File: src/hdl/pgc_pkg.sv
package pgc_pkg;

  // ==========================================================================
  // register addresses
  // ==========================================================================
  localparam logic [7:0]  GENERAL_CONTROL_ADDR = 8'h19;  // phy_general_control
  localparam logic [7:0]  IRQ_STATUS_ADDR      = 8'h30;  // sticky events, read only
  localparam logic [7:0]  IRQ_CLEAR_ADDR       = 8'h31;  // write one to clear, write only
  localparam logic [7:0]  IRQ_ENABLE_ADDR      = 8'h32;  // event enable mask
  localparam logic [7:0]  BLINK_RATE_ADDR      = 8'h33;  // blink rate select

  // ==========================================================================
  // field positions of phy_general_control
  // ==========================================================================
  localparam int AUTO_MDIX_BIT  = 15;  // auto crossover enable
  localparam int FORCE_MDIX_BIT = 14;  // forced pair swap
  localparam int PAUSE_RX_BIT   = 13;  // negotiated pause receive
  localparam int PAUSE_TX_BIT   = 12;  // negotiated pause transmit
  localparam int FDX100_BIT     = 11;  // auto-negotiated 100 full duplex link
  localparam int LED_BYPASS_BIT = 7;   // bypass led stretching
  localparam int LED_MODE_HI    = 6;   // led_mode_select msb
  localparam int LED_MODE_LO    = 5;   // led_mode_select lsb
  localparam int STATION_HI     = 4;   // station address msb, lsb at 0

  // advertisement / partner ability field positions
  localparam int AN_PAUSE_BIT   = 10;  // symmetric pause
  localparam int AN_ASM_BIT     = 11;  // asymmetric pause direction

  // interrupt event positions
  localparam int EV_LINK_UP     = 0;   // 100 full duplex link came up
  localparam int EV_LINK_DOWN   = 1;   // 100 full duplex link went away
  localparam int EV_PAUSE_CHG   = 2;   // pause resolution changed
  localparam int EV_W           = 3;   // number of events

  // ==========================================================================
  // reset values
  // ==========================================================================
  localparam logic       AUTO_MDIX_RST   = 1'h1;  // held until the strap is caught
  localparam logic       FORCE_MDIX_RST  = 1'h0;
  localparam logic       LED_BYPASS_RST  = 1'h0;
  localparam logic       LED_MODE_HI_RST = 1'h0;
  localparam logic       LED_MODE_LO_RST = 1'h0;  // held until the strap is caught
  localparam logic [1:0] BLINK_RATE_RST  = 2'h2;  // 5 Hz
  localparam logic [2:0] IRQ_ENABLE_RST  = 3'h0;

  // ==========================================================================
  // timing
  // ==========================================================================
  localparam int unsigned CLK_KHZ        = 200000;  // SYS_CLK rate
  localparam int unsigned BLINK_20HZ_MS  = 50;      // on/off time per rate
  localparam int unsigned BLINK_10HZ_MS  = 100;
  localparam int unsigned BLINK_5HZ_MS   = 200;
  localparam int unsigned BLINK_2HZ_MS   = 500;
  localparam int unsigned STRETCH_MS     = 50;      // led pulse stretch
  localparam logic [1:0]  STRAP_SETTLE   = 2'h3;    // settle count; straps are caught on the fourth edge after release

  // ==========================================================================
  // types
  // ==========================================================================
  typedef enum logic [1:0] {LED_MODE_1, LED_MODE_2, LED_MODE_3} pgc_led_mode_type;

  typedef struct packed {
    logic       auto_mdix;        // auto crossover default
    logic       led_mode_lo;      // led_mode_select bit 0 default
    logic [4:0] station_address;  // station_address_strap
  } pgc_strap_type;

  typedef struct packed {
    logic link_good;        // link established
    logic speed_100;        // 100 Mb/s when set
    logic full_duplex;      // current duplex
    logic aneg_done;        // link made by auto-negotiation
    logic hcd_full_duplex;  // negotiated common mode is full duplex
    logic activity;         // tx or rx activity
    logic collision;        // collision seen
  } pgc_status_type;

  typedef struct packed {
    logic [2:0] drive;  // force enable: 2 speed, 1 link, 0 activity
    logic [2:0] value;  // forced level, same order
  } pgc_led_override_type;

endpackage

File: src/hdl/pgc_pulse_stretch.sv
// ============================================================================
// pulse stretcher for one indicator
// ============================================================================
module pgc_pulse_stretch #(
  parameter int unsigned HOLD_CYC = 1
) (
  input  wire logic SYS_CLK,
  input  wire logic SYS_RST,
  input  wire logic level_in,
  input  wire logic bypass,
  output logic      level_out
);

  logic [31:0] hold_q;  // cycles left to hold

  // reload on each input pulse, drain otherwise
  always_ff @(posedge SYS_CLK or posedge SYS_RST) begin
    if (SYS_RST) begin
      hold_q <= 32'h0;
    end else if (level_in) begin
      hold_q <= HOLD_CYC[31:0];
    end else if (hold_q != 32'h0) begin
      hold_q <= hold_q - 32'h1;
    end
  end

  // bypass shows the raw level with no stretch
  assign level_out = bypass ? level_in : (level_in || hold_q != 32'h0);

endmodule // pgc_pulse_stretch

File: src/hdl/pgc_general_control.sv
// Our own choice: the address-and-strobe port.
module pgc_general_control #(
  parameter int unsigned BLINK_20HZ_CYC = pgc_pkg::BLINK_20HZ_MS * pgc_pkg::CLK_KHZ,
  parameter int unsigned BLINK_10HZ_CYC = pgc_pkg::BLINK_10HZ_MS * pgc_pkg::CLK_KHZ,
  parameter int unsigned BLINK_5HZ_CYC  = pgc_pkg::BLINK_5HZ_MS * pgc_pkg::CLK_KHZ,
  parameter int unsigned BLINK_2HZ_CYC  = pgc_pkg::BLINK_2HZ_MS * pgc_pkg::CLK_KHZ,
  parameter int unsigned STRETCH_CYC    = pgc_pkg::STRETCH_MS * pgc_pkg::CLK_KHZ
) (
  input  wire logic                          SYS_CLK,
  input  wire logic                          SYS_RST,
  input  wire logic [7:0]                    REG_ADDR,
  input  wire logic [15:0]                   REG_WDATA,
  input  wire logic                          REG_WR,
  input  wire logic                          REG_RD,
  output logic      [15:0]                   REG_RDATA,
  input  wire pgc_pkg::pgc_strap_type        STRAP_IN,
  input  wire logic [15:0]                   LOCAL_ADVERTISEMENT_REG,
  input  wire logic [15:0]                   PARTNER_ABILITY_REG,
  input  wire pgc_pkg::pgc_status_type       LINK_STATUS,
  input  wire logic                          MDIX_AUTO_SWAP,
  input  wire pgc_pkg::pgc_led_override_type LED_OVERRIDE_REG,
  output logic                               AUTO_MDIX_EN,
  output logic                               PAIRS_CROSSED,
  output logic                               PAUSE_RX_EN,
  output logic                               PAUSE_TX_EN,
  output logic                               LINK_INDICATOR_OUT,
  output logic                               SPEED_INDICATOR_OUT,
  output logic                               ACTIVITY_INDICATOR_OUT,
  output logic                               IRQ
);

  // ==========================================================================
  // declarations
  // ==========================================================================
  logic                    auto_mdix_q;     // bit 15
  logic                    force_mdix_q;    // bit 14
  logic                    led_bypass_q;    // bit 7
  logic [1:0]              led_mode_q;      // bits 6:5
  logic [4:0]              station_q;       // bits 4:0
  logic [1:0]              blink_rate_q;    // blink rate select
  logic [2:0]              irq_status_q;    // sticky events
  logic [2:0]              irq_enable_q;    // event mask
  pgc_pkg::pgc_strap_type  strap_meta_q;    // synchroniser stage one
  pgc_pkg::pgc_strap_type  strap_sync_q;    // synchroniser stage two
  logic [1:0]              settle_q;        // edges since reset release
  logic                    strap_taken_q;   // straps caught once
  logic                    pause_rx;        // resolved pause receive
  logic                    pause_tx;        // resolved pause transmit
  logic                    fdx100;          // negotiated 100 full link
  logic                    fdx100_q;        // previous fdx100
  logic [1:0]              pause_q;         // previous pause pair
  logic [2:0]              events;          // this cycle's events
  logic [31:0]             blink_cnt_q;     // blink half period counter
  logic [31:0]             blink_limit;     // selected half period
  logic                    blink_q;         // blink phase
  logic                    act_led;         // stretched activity
  logic                    col_led;         // stretched collision
  logic [2:0]              led_raw;         // 2 speed, 1 link, 0 activity
  pgc_pkg::pgc_led_mode_type led_mode;      // decoded mode
  logic [15:0]             control_word;    // assembled register image
  logic                    wr_ctrl;         // write to control register

  assign wr_ctrl = REG_WR && REG_ADDR == pgc_pkg::GENERAL_CONTROL_ADDR;

  // ==========================================================================
  // strap capture
  // ==========================================================================
  // straps come from pins: two flops before anything reads them
  always_ff @(posedge SYS_CLK or posedge SYS_RST) begin
    if (SYS_RST) begin
      strap_meta_q <= '0;
      strap_sync_q <= '0;
    end else begin
      strap_meta_q <= STRAP_IN;
      strap_sync_q <= strap_meta_q;
    end
  end

  // wait until the synchroniser holds post-reset values
  always_ff @(posedge SYS_CLK or posedge SYS_RST) begin
    if (SYS_RST) begin
      settle_q      <= 2'h0;
      strap_taken_q <= 1'b0;
    end else if (!strap_taken_q) begin
      if (settle_q == pgc_pkg::STRAP_SETTLE) begin
        strap_taken_q <= 1'b1;
      end else begin
        settle_q <= settle_q + 2'h1;
      end
    end
  end

  // station address only ever comes from the strap
  always_ff @(posedge SYS_CLK or posedge SYS_RST) begin
    if (SYS_RST) begin
      station_q <= 5'h0;
    end else if (!strap_taken_q && settle_q == pgc_pkg::STRAP_SETTLE) begin
      station_q <= strap_sync_q.station_address;
    end
  end

  // ==========================================================================
  // writable control bits
  // ==========================================================================
  // strap capture overrides a write landing in the same edge
  always_ff @(posedge SYS_CLK or posedge SYS_RST) begin
    if (SYS_RST) begin
      auto_mdix_q  <= pgc_pkg::AUTO_MDIX_RST;
      force_mdix_q <= pgc_pkg::FORCE_MDIX_RST;
      led_bypass_q <= pgc_pkg::LED_BYPASS_RST;
      led_mode_q   <= {pgc_pkg::LED_MODE_HI_RST, pgc_pkg::LED_MODE_LO_RST};
    end else if (!strap_taken_q && settle_q == pgc_pkg::STRAP_SETTLE) begin
      auto_mdix_q   <= strap_sync_q.auto_mdix;
      led_mode_q[0] <= strap_sync_q.led_mode_lo;
    end else if (wr_ctrl) begin
      auto_mdix_q  <= REG_WDATA[pgc_pkg::AUTO_MDIX_BIT];
      force_mdix_q <= REG_WDATA[pgc_pkg::FORCE_MDIX_BIT];
      led_bypass_q <= REG_WDATA[pgc_pkg::LED_BYPASS_BIT];
      led_mode_q   <= REG_WDATA[pgc_pkg::LED_MODE_HI:pgc_pkg::LED_MODE_LO];
      // bits 13:8 are status or reserved, not stored
    end
  end

  // blink rate select
  always_ff @(posedge SYS_CLK or posedge SYS_RST) begin
    if (SYS_RST) begin
      blink_rate_q <= pgc_pkg::BLINK_RATE_RST;
    end else if (REG_WR && REG_ADDR == pgc_pkg::BLINK_RATE_ADDR) begin
      blink_rate_q <= REG_WDATA[1:0];
    end
  end

  // ==========================================================================
  // crossover
  // ==========================================================================
  // force wins over the auto detector's choice
  always_ff @(posedge SYS_CLK or posedge SYS_RST) begin
    if (SYS_RST) begin
      PAIRS_CROSSED <= 1'b0;
    end else begin
      PAIRS_CROSSED <= force_mdix_q || (auto_mdix_q && MDIX_AUTO_SWAP);
    end
  end

  assign AUTO_MDIX_EN = auto_mdix_q;

  // ==========================================================================
  // pause resolution and link status
  // ==========================================================================
  // standard symmetric / asymmetric pause table, gated by full duplex
  always_comb begin
    logic lp;
    logic la;
    logic pp;
    logic pa;
    lp = LOCAL_ADVERTISEMENT_REG[pgc_pkg::AN_PAUSE_BIT];
    la = LOCAL_ADVERTISEMENT_REG[pgc_pkg::AN_ASM_BIT];
    pp = PARTNER_ABILITY_REG[pgc_pkg::AN_PAUSE_BIT];
    pa = PARTNER_ABILITY_REG[pgc_pkg::AN_ASM_BIT];
    pause_rx = LINK_STATUS.hcd_full_duplex && lp && (pp || (la && pa));
    pause_tx = LINK_STATUS.hcd_full_duplex && pp && (lp || (la && pa))
               && !(lp && !pp);
  end

  // only a negotiated 100 full duplex link counts
  assign fdx100 = LINK_STATUS.link_good && LINK_STATUS.speed_100 && LINK_STATUS.full_duplex
                  && LINK_STATUS.aneg_done;

  // registered copies feed the pause outputs, the fdx100 read bit and the edge detect
  always_ff @(posedge SYS_CLK or posedge SYS_RST) begin
    if (SYS_RST) begin
      fdx100_q <= 1'b0;
      pause_q  <= 2'h0;
    end else begin
      fdx100_q <= fdx100;
      pause_q  <= {pause_rx, pause_tx};
    end
  end

  assign PAUSE_RX_EN = pause_q[1];
  assign PAUSE_TX_EN = pause_q[0];

  // ==========================================================================
  // interrupts
  // ==========================================================================
  always_comb begin
    events                        = 3'h0;
    events[pgc_pkg::EV_LINK_UP]   = fdx100 && !fdx100_q;
    events[pgc_pkg::EV_LINK_DOWN] = !fdx100 && fdx100_q;
    events[pgc_pkg::EV_PAUSE_CHG] = {pause_rx, pause_tx} != pause_q;
  end

  // a new event wins over a clear in the same cycle
  always_ff @(posedge SYS_CLK or posedge SYS_RST) begin
    if (SYS_RST) begin
      irq_status_q <= 3'h0;
    end else if (REG_WR && REG_ADDR == pgc_pkg::IRQ_CLEAR_ADDR) begin
      irq_status_q <= (irq_status_q & ~REG_WDATA[2:0]) | events;
    end else begin
      irq_status_q <= irq_status_q | events;
    end
  end

  // event mask
  always_ff @(posedge SYS_CLK or posedge SYS_RST) begin
    if (SYS_RST) begin
      irq_enable_q <= pgc_pkg::IRQ_ENABLE_RST;
    end else if (REG_WR && REG_ADDR == pgc_pkg::IRQ_ENABLE_ADDR) begin
      irq_enable_q <= REG_WDATA[2:0];
    end
  end

  assign IRQ = |(irq_status_q & irq_enable_q);

  // ==========================================================================
  // blink generator
  // ==========================================================================
  always_comb begin
    case (blink_rate_q)
      2'h0:    blink_limit = BLINK_20HZ_CYC[31:0];
      2'h1:    blink_limit = BLINK_10HZ_CYC[31:0];
      2'h2:    blink_limit = BLINK_5HZ_CYC[31:0];
      default: blink_limit = BLINK_2HZ_CYC[31:0];
    endcase
  end

  // free running; a rate change applies to the current half period, ending it at once if the count has passed the new limit
  always_ff @(posedge SYS_CLK or posedge SYS_RST) begin
    if (SYS_RST) begin
      blink_cnt_q <= 32'h0;
      blink_q     <= 1'b0;
    end else if (blink_cnt_q + 32'h1 >= blink_limit) begin
      blink_cnt_q <= 32'h0;
      blink_q     <= !blink_q;
    end else begin
      blink_cnt_q <= blink_cnt_q + 32'h1;
    end
  end

  // ==========================================================================
  // led stretching and mode mux
  // ==========================================================================
  pgc_pulse_stretch #(
    .HOLD_CYC (STRETCH_CYC)
  ) u_act_stretch (
    .SYS_CLK   (SYS_CLK),
    .SYS_RST   (SYS_RST),
    .level_in  (LINK_STATUS.activity),
    .bypass    (led_bypass_q),
    .level_out (act_led)
  );

  pgc_pulse_stretch #(
    .HOLD_CYC (STRETCH_CYC)
  ) u_col_stretch (
    .SYS_CLK   (SYS_CLK),
    .SYS_RST   (SYS_RST),
    .level_in  (LINK_STATUS.collision),
    .bypass    (led_bypass_q),
    .level_out (col_led)
  );

  // bit 0 set selects mode 1 whatever bit 1 holds
  always_comb begin
    if (led_mode_q[0]) begin
      led_mode = pgc_pkg::LED_MODE_1;
    end else if (led_mode_q[1]) begin
      led_mode = pgc_pkg::LED_MODE_3;
    end else begin
      led_mode = pgc_pkg::LED_MODE_2;
    end
  end

  // speed led left undefined in modes 1 and 3: shows speed there too
  always_comb begin
    case (led_mode)
      pgc_pkg::LED_MODE_1: begin
        led_raw = {LINK_STATUS.speed_100, LINK_STATUS.link_good, act_led};
      end
      pgc_pkg::LED_MODE_2: begin
        led_raw = {LINK_STATUS.speed_100, LINK_STATUS.link_good, col_led};
      end
      pgc_pkg::LED_MODE_3: begin
        led_raw = {LINK_STATUS.speed_100, act_led && blink_q, LINK_STATUS.full_duplex};
      end
      default: begin
        led_raw = 3'h0;
      end
    endcase
  end

  // manual override from the led override register wins over the mode
  always_ff @(posedge SYS_CLK or posedge SYS_RST) begin
    if (SYS_RST) begin
      SPEED_INDICATOR_OUT    <= 1'b0;
      LINK_INDICATOR_OUT     <= 1'b0;
      ACTIVITY_INDICATOR_OUT <= 1'b0;
    end else begin
      {SPEED_INDICATOR_OUT, LINK_INDICATOR_OUT, ACTIVITY_INDICATOR_OUT} <=
        (LED_OVERRIDE_REG.drive & LED_OVERRIDE_REG.value) | (~LED_OVERRIDE_REG.drive & led_raw);
    end
  end

  // ==========================================================================
  // read path
  // ==========================================================================
  always_comb begin
    control_word                          = 16'h0000;  // reserved 10:8 stay zero
    control_word[pgc_pkg::AUTO_MDIX_BIT]  = auto_mdix_q;
    control_word[pgc_pkg::FORCE_MDIX_BIT] = force_mdix_q;
    control_word[pgc_pkg::PAUSE_RX_BIT]   = pause_q[1];
    control_word[pgc_pkg::PAUSE_TX_BIT]   = pause_q[0];
    control_word[pgc_pkg::FDX100_BIT]     = fdx100_q;
    control_word[pgc_pkg::LED_BYPASS_BIT] = led_bypass_q;
    control_word[pgc_pkg::LED_MODE_HI:pgc_pkg::LED_MODE_LO] = led_mode_q;
    control_word[pgc_pkg::STATION_HI:0]   = station_q;
  end

  // data stand one cycle after the read strobe, zero otherwise
  always_ff @(posedge SYS_CLK or posedge SYS_RST) begin
    if (SYS_RST) begin
      REG_RDATA <= 16'h0000;
    end else if (REG_RD) begin
      case (REG_ADDR)
        pgc_pkg::GENERAL_CONTROL_ADDR: REG_RDATA <= control_word;
        pgc_pkg::IRQ_STATUS_ADDR:      REG_RDATA <= {13'h0000, irq_status_q};
        pgc_pkg::IRQ_ENABLE_ADDR:      REG_RDATA <= {13'h0000, irq_enable_q};
        pgc_pkg::BLINK_RATE_ADDR:      REG_RDATA <= {14'h0000, blink_rate_q};
        default:                       REG_RDATA <= 16'h0000;  // unmapped and clear reg
      endcase
    end else begin
      REG_RDATA <= 16'h0000;
    end
  end

endmodule // pgc_general_control

File: config.mk
export PLATFORM = sky130hd
export DESIGN_NAME = pgc_general_control
export DESIGN_NICKNAME = d
export VERILOG_FILES = /design/src/hdl/pgc_pkg.sv /design/src/hdl/pgc_pulse_stretch.sv /design/src/hdl/pgc_general_control.sv
export SDC_FILE = /design/constraint.sdc
export NUM_CORES = 1
export LEC_CHECK = 0
export BUFFER_PORTS_ARGS = -buffer_cell sky130_fd_sc_hd__buf_2
export CAP_MARGIN = 20
export CORE_UTILIZATION = 40
export CTS_CLUSTER_SIZE = 16
export DETAILED_ROUTE_END_ITERATION = 16
export HOLD_SLACK_MARGIN = 0.1
export PLACE_DENSITY = 0.71
export SYNTH_ARGS = -nofsm -noshare
export SYNTH_HDL_FRONTEND = slang
export SYNTH_HIERARCHICAL = 1
export SYNTH_SLANG_ARGS = --single-unit
File: constraint.sdc
create_clock -name SYS_CLK -period 2.8 [get_ports SYS_CLK]
set_clock_uncertainty 0.15 [all_clocks]
set_input_delay 0.56 -clock SYS_CLK [delete_from_list [all_inputs] [get_ports SYS_CLK]]
set_output_delay 0.56 -clock SYS_CLK [all_outputs]
set_load 0.005 [all_outputs]
==> results.sh <==
export IMPL_ir_worst_vdd_uv=457
export IMPL_drcViolationCount=0
export IMPL_leakagePower_uw=0.00470
export IMPL_totalWireLength_mm=20.6
export IMPL_hold_start="MDIX_AUTO_SWAP"
export IMPL_routabilityCongestion=0.814
export IMPL_rsz0062_at_grt="true"
export IMPL_cp_arrival_ns=3.67
export IMPL_grt_pass1_wl_mm=33.2
export IMPL_outcome="finished, violations left"
export IMPL_violations="setup timing"
export IMPL_p_seq_share_pct=46.8
export IMPL_grt_max_degree=37
export IMPL_die_h_um=145
export IMPL_syn_area_um2=8190
export IMPL_grt_pass1_vias=6772
export IMPL_path_class="reg2reg"
export IMPL_ys_types=69
export IMPL_rr_startpoint="blink_cnt_q[4]$_DFF_PP0_"
export IMPL_clk_path_buf_depth=2
export IMPL_drive_gt1_share_pct=33.6
export IMPL_grt_overflow_total=0
export IMPL_ff_latch_area_um2=3810
export IMPL_synth_edf_count=0
export IMPL_numPortBuffers=65
export IMPL_grt_antenna_before_repair=0
export IMPL_hold_path_class="in2reg"
export IMPL_period_minus_slack_ns=3.47
export IMPL_dr_pass1_iters=4
export IMPL_rrSetupSlack_ns=-0.67
export IMPL_setup_viol=28
export IMPL_grt_total_usage_pct=19.6
export IMPL_synthCells=785
export IMPL_drv_cap=0
export IMPL_hold_end="PAIRS_CROSSED$_DFF_PP0_"
export IMPL_clock_root_buffer="clkbuf_16"
export IMPL_drtAntennaViolNets=0
export IMPL_p_int_uw=3720
export IMPL_vias_per_cell=5.48
export IMPL_clock_latency_ns=0.43
export IMPL_synth_top_area_share_pct=45.8
export IMPL_ys_seq_elements=152
export IMPL_p_comb_share_pct=8.8
export IMPL_wire_per_inst_um=16.6
export IMPL_synth_area_leaders="dfrtp_1 46%, ha_1 4.4%, mux2_2 3.7%, a21oi_1 2.8%, nor3b_2 2.7%"
export IMPL_multi_input_area_um2=4390
export IMPL_die_area_um2=21100
export IMPL_finalPower_uw=5010
export IMPL_cts_tree="done"
export IMPL_ys_seq_area_share_pct=46.5
export IMPL_cp_cell_sequence="buf_6, nand4_4, nor2_4, buf_6, nand4_1, xnor2_2, ha_1, nand4_1, buf_4, nor4_4, buf_4, a221oi_4, o41ai_4, o21a_4, buf_12, nor3b_2"
export IMPL_yosys_area_top_type="dfrtp_1"
export IMPL_io_pins=105
export IMPL_fillCellCount=1728
export IMPL_worstRegToRegCells=16
export IMPL_initial_utilization_pct=41.4
export IMPL_switching_share_pct=25.6
export IMPL_synth_most_common_cell="dfrtp_1"
export IMPL_crit_required_ns=2.99
export IMPL_dpl_worst_slack_ns=-0.548
export IMPL_antennaDiodeCount=0
export IMPL_hold_viol=0
export IMPL_regToRegEndpoint="blink_cnt_q[9]$_DFF_PP0_"
export IMPL_slowest_delay_ns=0.41
export IMPL_core_um2=19800
export IMPL_hold_depth=2
export IMPL_areaGrowthSynthToFinish_pct=29.0
export IMPL_via_count=6800
export IMPL_p_switching_uw=1280
export IMPL_setup_ws_ns=-0.673
export IMPL_crit_slowest_cell="dfrtp_1"
export IMPL_finalCritPeriodShare_pct=124
export IMPL_worstPathMaxFanout=6
export IMPL_clk_pin_slew_ns=0.07
export IMPL_hpwl_mm=13.0
export IMPL_tightest_slew_ns=0.658
export IMPL_synthArstFlopShare_pct=100
export IMPL_die_w_um=145
export IMPL_rows=51
export IMPL_max_freq_mhz=288
export IMPL_slew_headroom_pct=55.9
export IMPL_synth_common_cells="150 x dfrtp_1, 51 x nor2_1, 46 x a21oi_1"
export IMPL_crit_path_end_kind="register"
export IMPL_synth_top_flop_cell="dfrtp_1"
export IMPL_drt_iter0_drc=441
export IMPL_cts_max_level=4
export IMPL_power_density_nw_per_um2=474
export IMPL_numCtsBuffers=17
export IMPL_syn_area_per_cell_um2=10.4
export IMPL_finalNetCount=1072
export IMPL_critPathLaunchType="register"
export IMPL_pwr_share_clk_pct=44.4
export IMPL_cts_num_sinks=152
export IMPL_final_max_slew_viol_count=0
export IMPL_yosys_warnings=6
-- layer usage --
metal	share of wire (%)	vias up	wire length [µm]	global-route usage (%)
li1	-	3243	-	-
met1	44	3355	9160	25.7
met2	49	162	10100	32.3
met3	4.3	40	880	3.40
met4	2.2	0	452	7.63
met5	0	-	0	0
-- placed cells by master, fill, tap and decap left out, types with 11 or more instances in the layout --
cell type / count
a21oi_1: 45
and3_1: 27
buf_2: 65
buf_4: 102
clkbuf_16: 17
dfrtp_1: 150
ha_1: 27
inv_1: 19
mux2_2: 27
nand2_1: 37
nand3_1: 25
nor2_1: 49
nor2b_1: 14
nor3_1: 18
nor3b_2: 18
nor4_1: 16
o21ai_0: 33
o31ai_1: 19
or3_1: 23
or4_1: 22
xnor2_1: 18
xor2_1: 11
-- final cells by class --
type	instances	area share (%)
Sequential cell	152	36.0
Timing Repair Buffer	187	13.2
Tap cell	265	3.14
Clock inverter	13	1.29
Inverter	20	0.746
Multi-Input combinational cell	584	41.5
Clock buffer	19	4.10
-- what timing repair did --
| action | CTS | global route |
|---|---|---|
| pin swaps | 29 | 29 |
| buffers inserted | 15 | 10 |
| hold endpoints to repair | 30 | 0 |
| resized for setup | 35 | 28 |
| setup endpoints to repair | 28 | 29 |
| hold buffers | 8 | 0 |
| gates cloned | 3 | 0 |
-- how the worst max path moves through the flow --
stage / start / to / slack [ns] / depth (start not counted)
2_1_floorplan: blink_cnt_q[2]$_DFF_PP0_ / blink_cnt_q[10]$_DFF_PP0_ / -0.22 / 15
3_3_place_gp: blink_cnt_q[2]$_DFF_PP0_ / blink_cnt_q[8]$_DFF_PP0_ / -0.49 / 14
3_5_place_dp: blink_cnt_q[9]$_DFF_PP0_ / blink_cnt_q[8]$_DFF_PP0_ / -0.55 / 14
4_1_cts: blink_cnt_q[4]$_DFF_PP0_ / blink_cnt_q[8]$_DFF_PP0_ / -0.40 / 14
5_1_grt: blink_cnt_q[3]$_DFF_PP0_ / blink_cnt_q[9]$_DFF_PP0_ / -0.79 / 16
6_report: blink_cnt_q[4]$_DFF_PP0_ / blink_cnt_q[9]$_DFF_PP0_ / -0.67 / 16
-- stage by stage --
stage	hold WS, ns	cells	instance area (µm²)	setup TNS, ns	util, %
floorplan	0.181	792	8250	-5.00	-
global placement	0.181	1173	9340	-13.43	47.2
detailed placement	0.186	1173	9340	-13.96	47.2
CTS	0.163	1230	10300	-10.50	52.1
global route	0.168	1240	10600	-21.05	53.4
finish	0.176	1240	10600	-17.50	53.4
-- worst max-delay path: cells and delay by family (launching register included) --
family | cells | cell delay, ns
AND/OR/NAND/NOR | 6 | 0.78
flip-flops | 1 | 0.41
XOR/XNOR | 1 | 0.24
AO/OA/AOI/OAI | 3 | 0.80
buffers and inverters | 5 | 0.72
adder cells (fa/ha/maj) | 1 | 0.29
-- power groups by stage --
| stage | sequential, µW | clock [µW] | combinational (µW) |
|---|---|---|---|
| finish | 2340 | 2220 | 441 |
| global placement | 2380 | 0 | 395 |
| CTS | 2340 | 2270 | 422 |
| global route | 2350 | 2360 | 494 |
| detailed placement | 2380 | 0 | 406 |
| floorplan | 2360 | 0 | 268 |
-- flip-flops by register name, summed over array words and instances (netlist names), 2 cells and up --
| register | flops |
|---|---|
| REG_RDATA | 13 |
| blink_cnt_q | 32 |
| blink_rate_q | 2 |
| irq_enable_q | 3 |
| irq_status_q | 3 |
| led_mode_q | 2 |
| pause_q | 2 |
| settle_q | 2 |
| station_q | 5 |
| strap_meta_q | 7 |
| strap_sync_q | 7 |
| u_act_stretch/hold_q | 32 |
| u_col_stretch/hold_q | 32 |
-- cell families after synthesis --
group                      synth area share [%]
muxes                                      4.98
AOI/OAI and AO/OA                          10.3
DFF                                        46.5
xor gates and xnor gates                   3.74
and+or+nand+nor                            26.0
adders and majority gates                  4.43
buffers and inverters                      4.05
other                                    0.0458
Note: power is estimated with default switching activity, not from simulation.
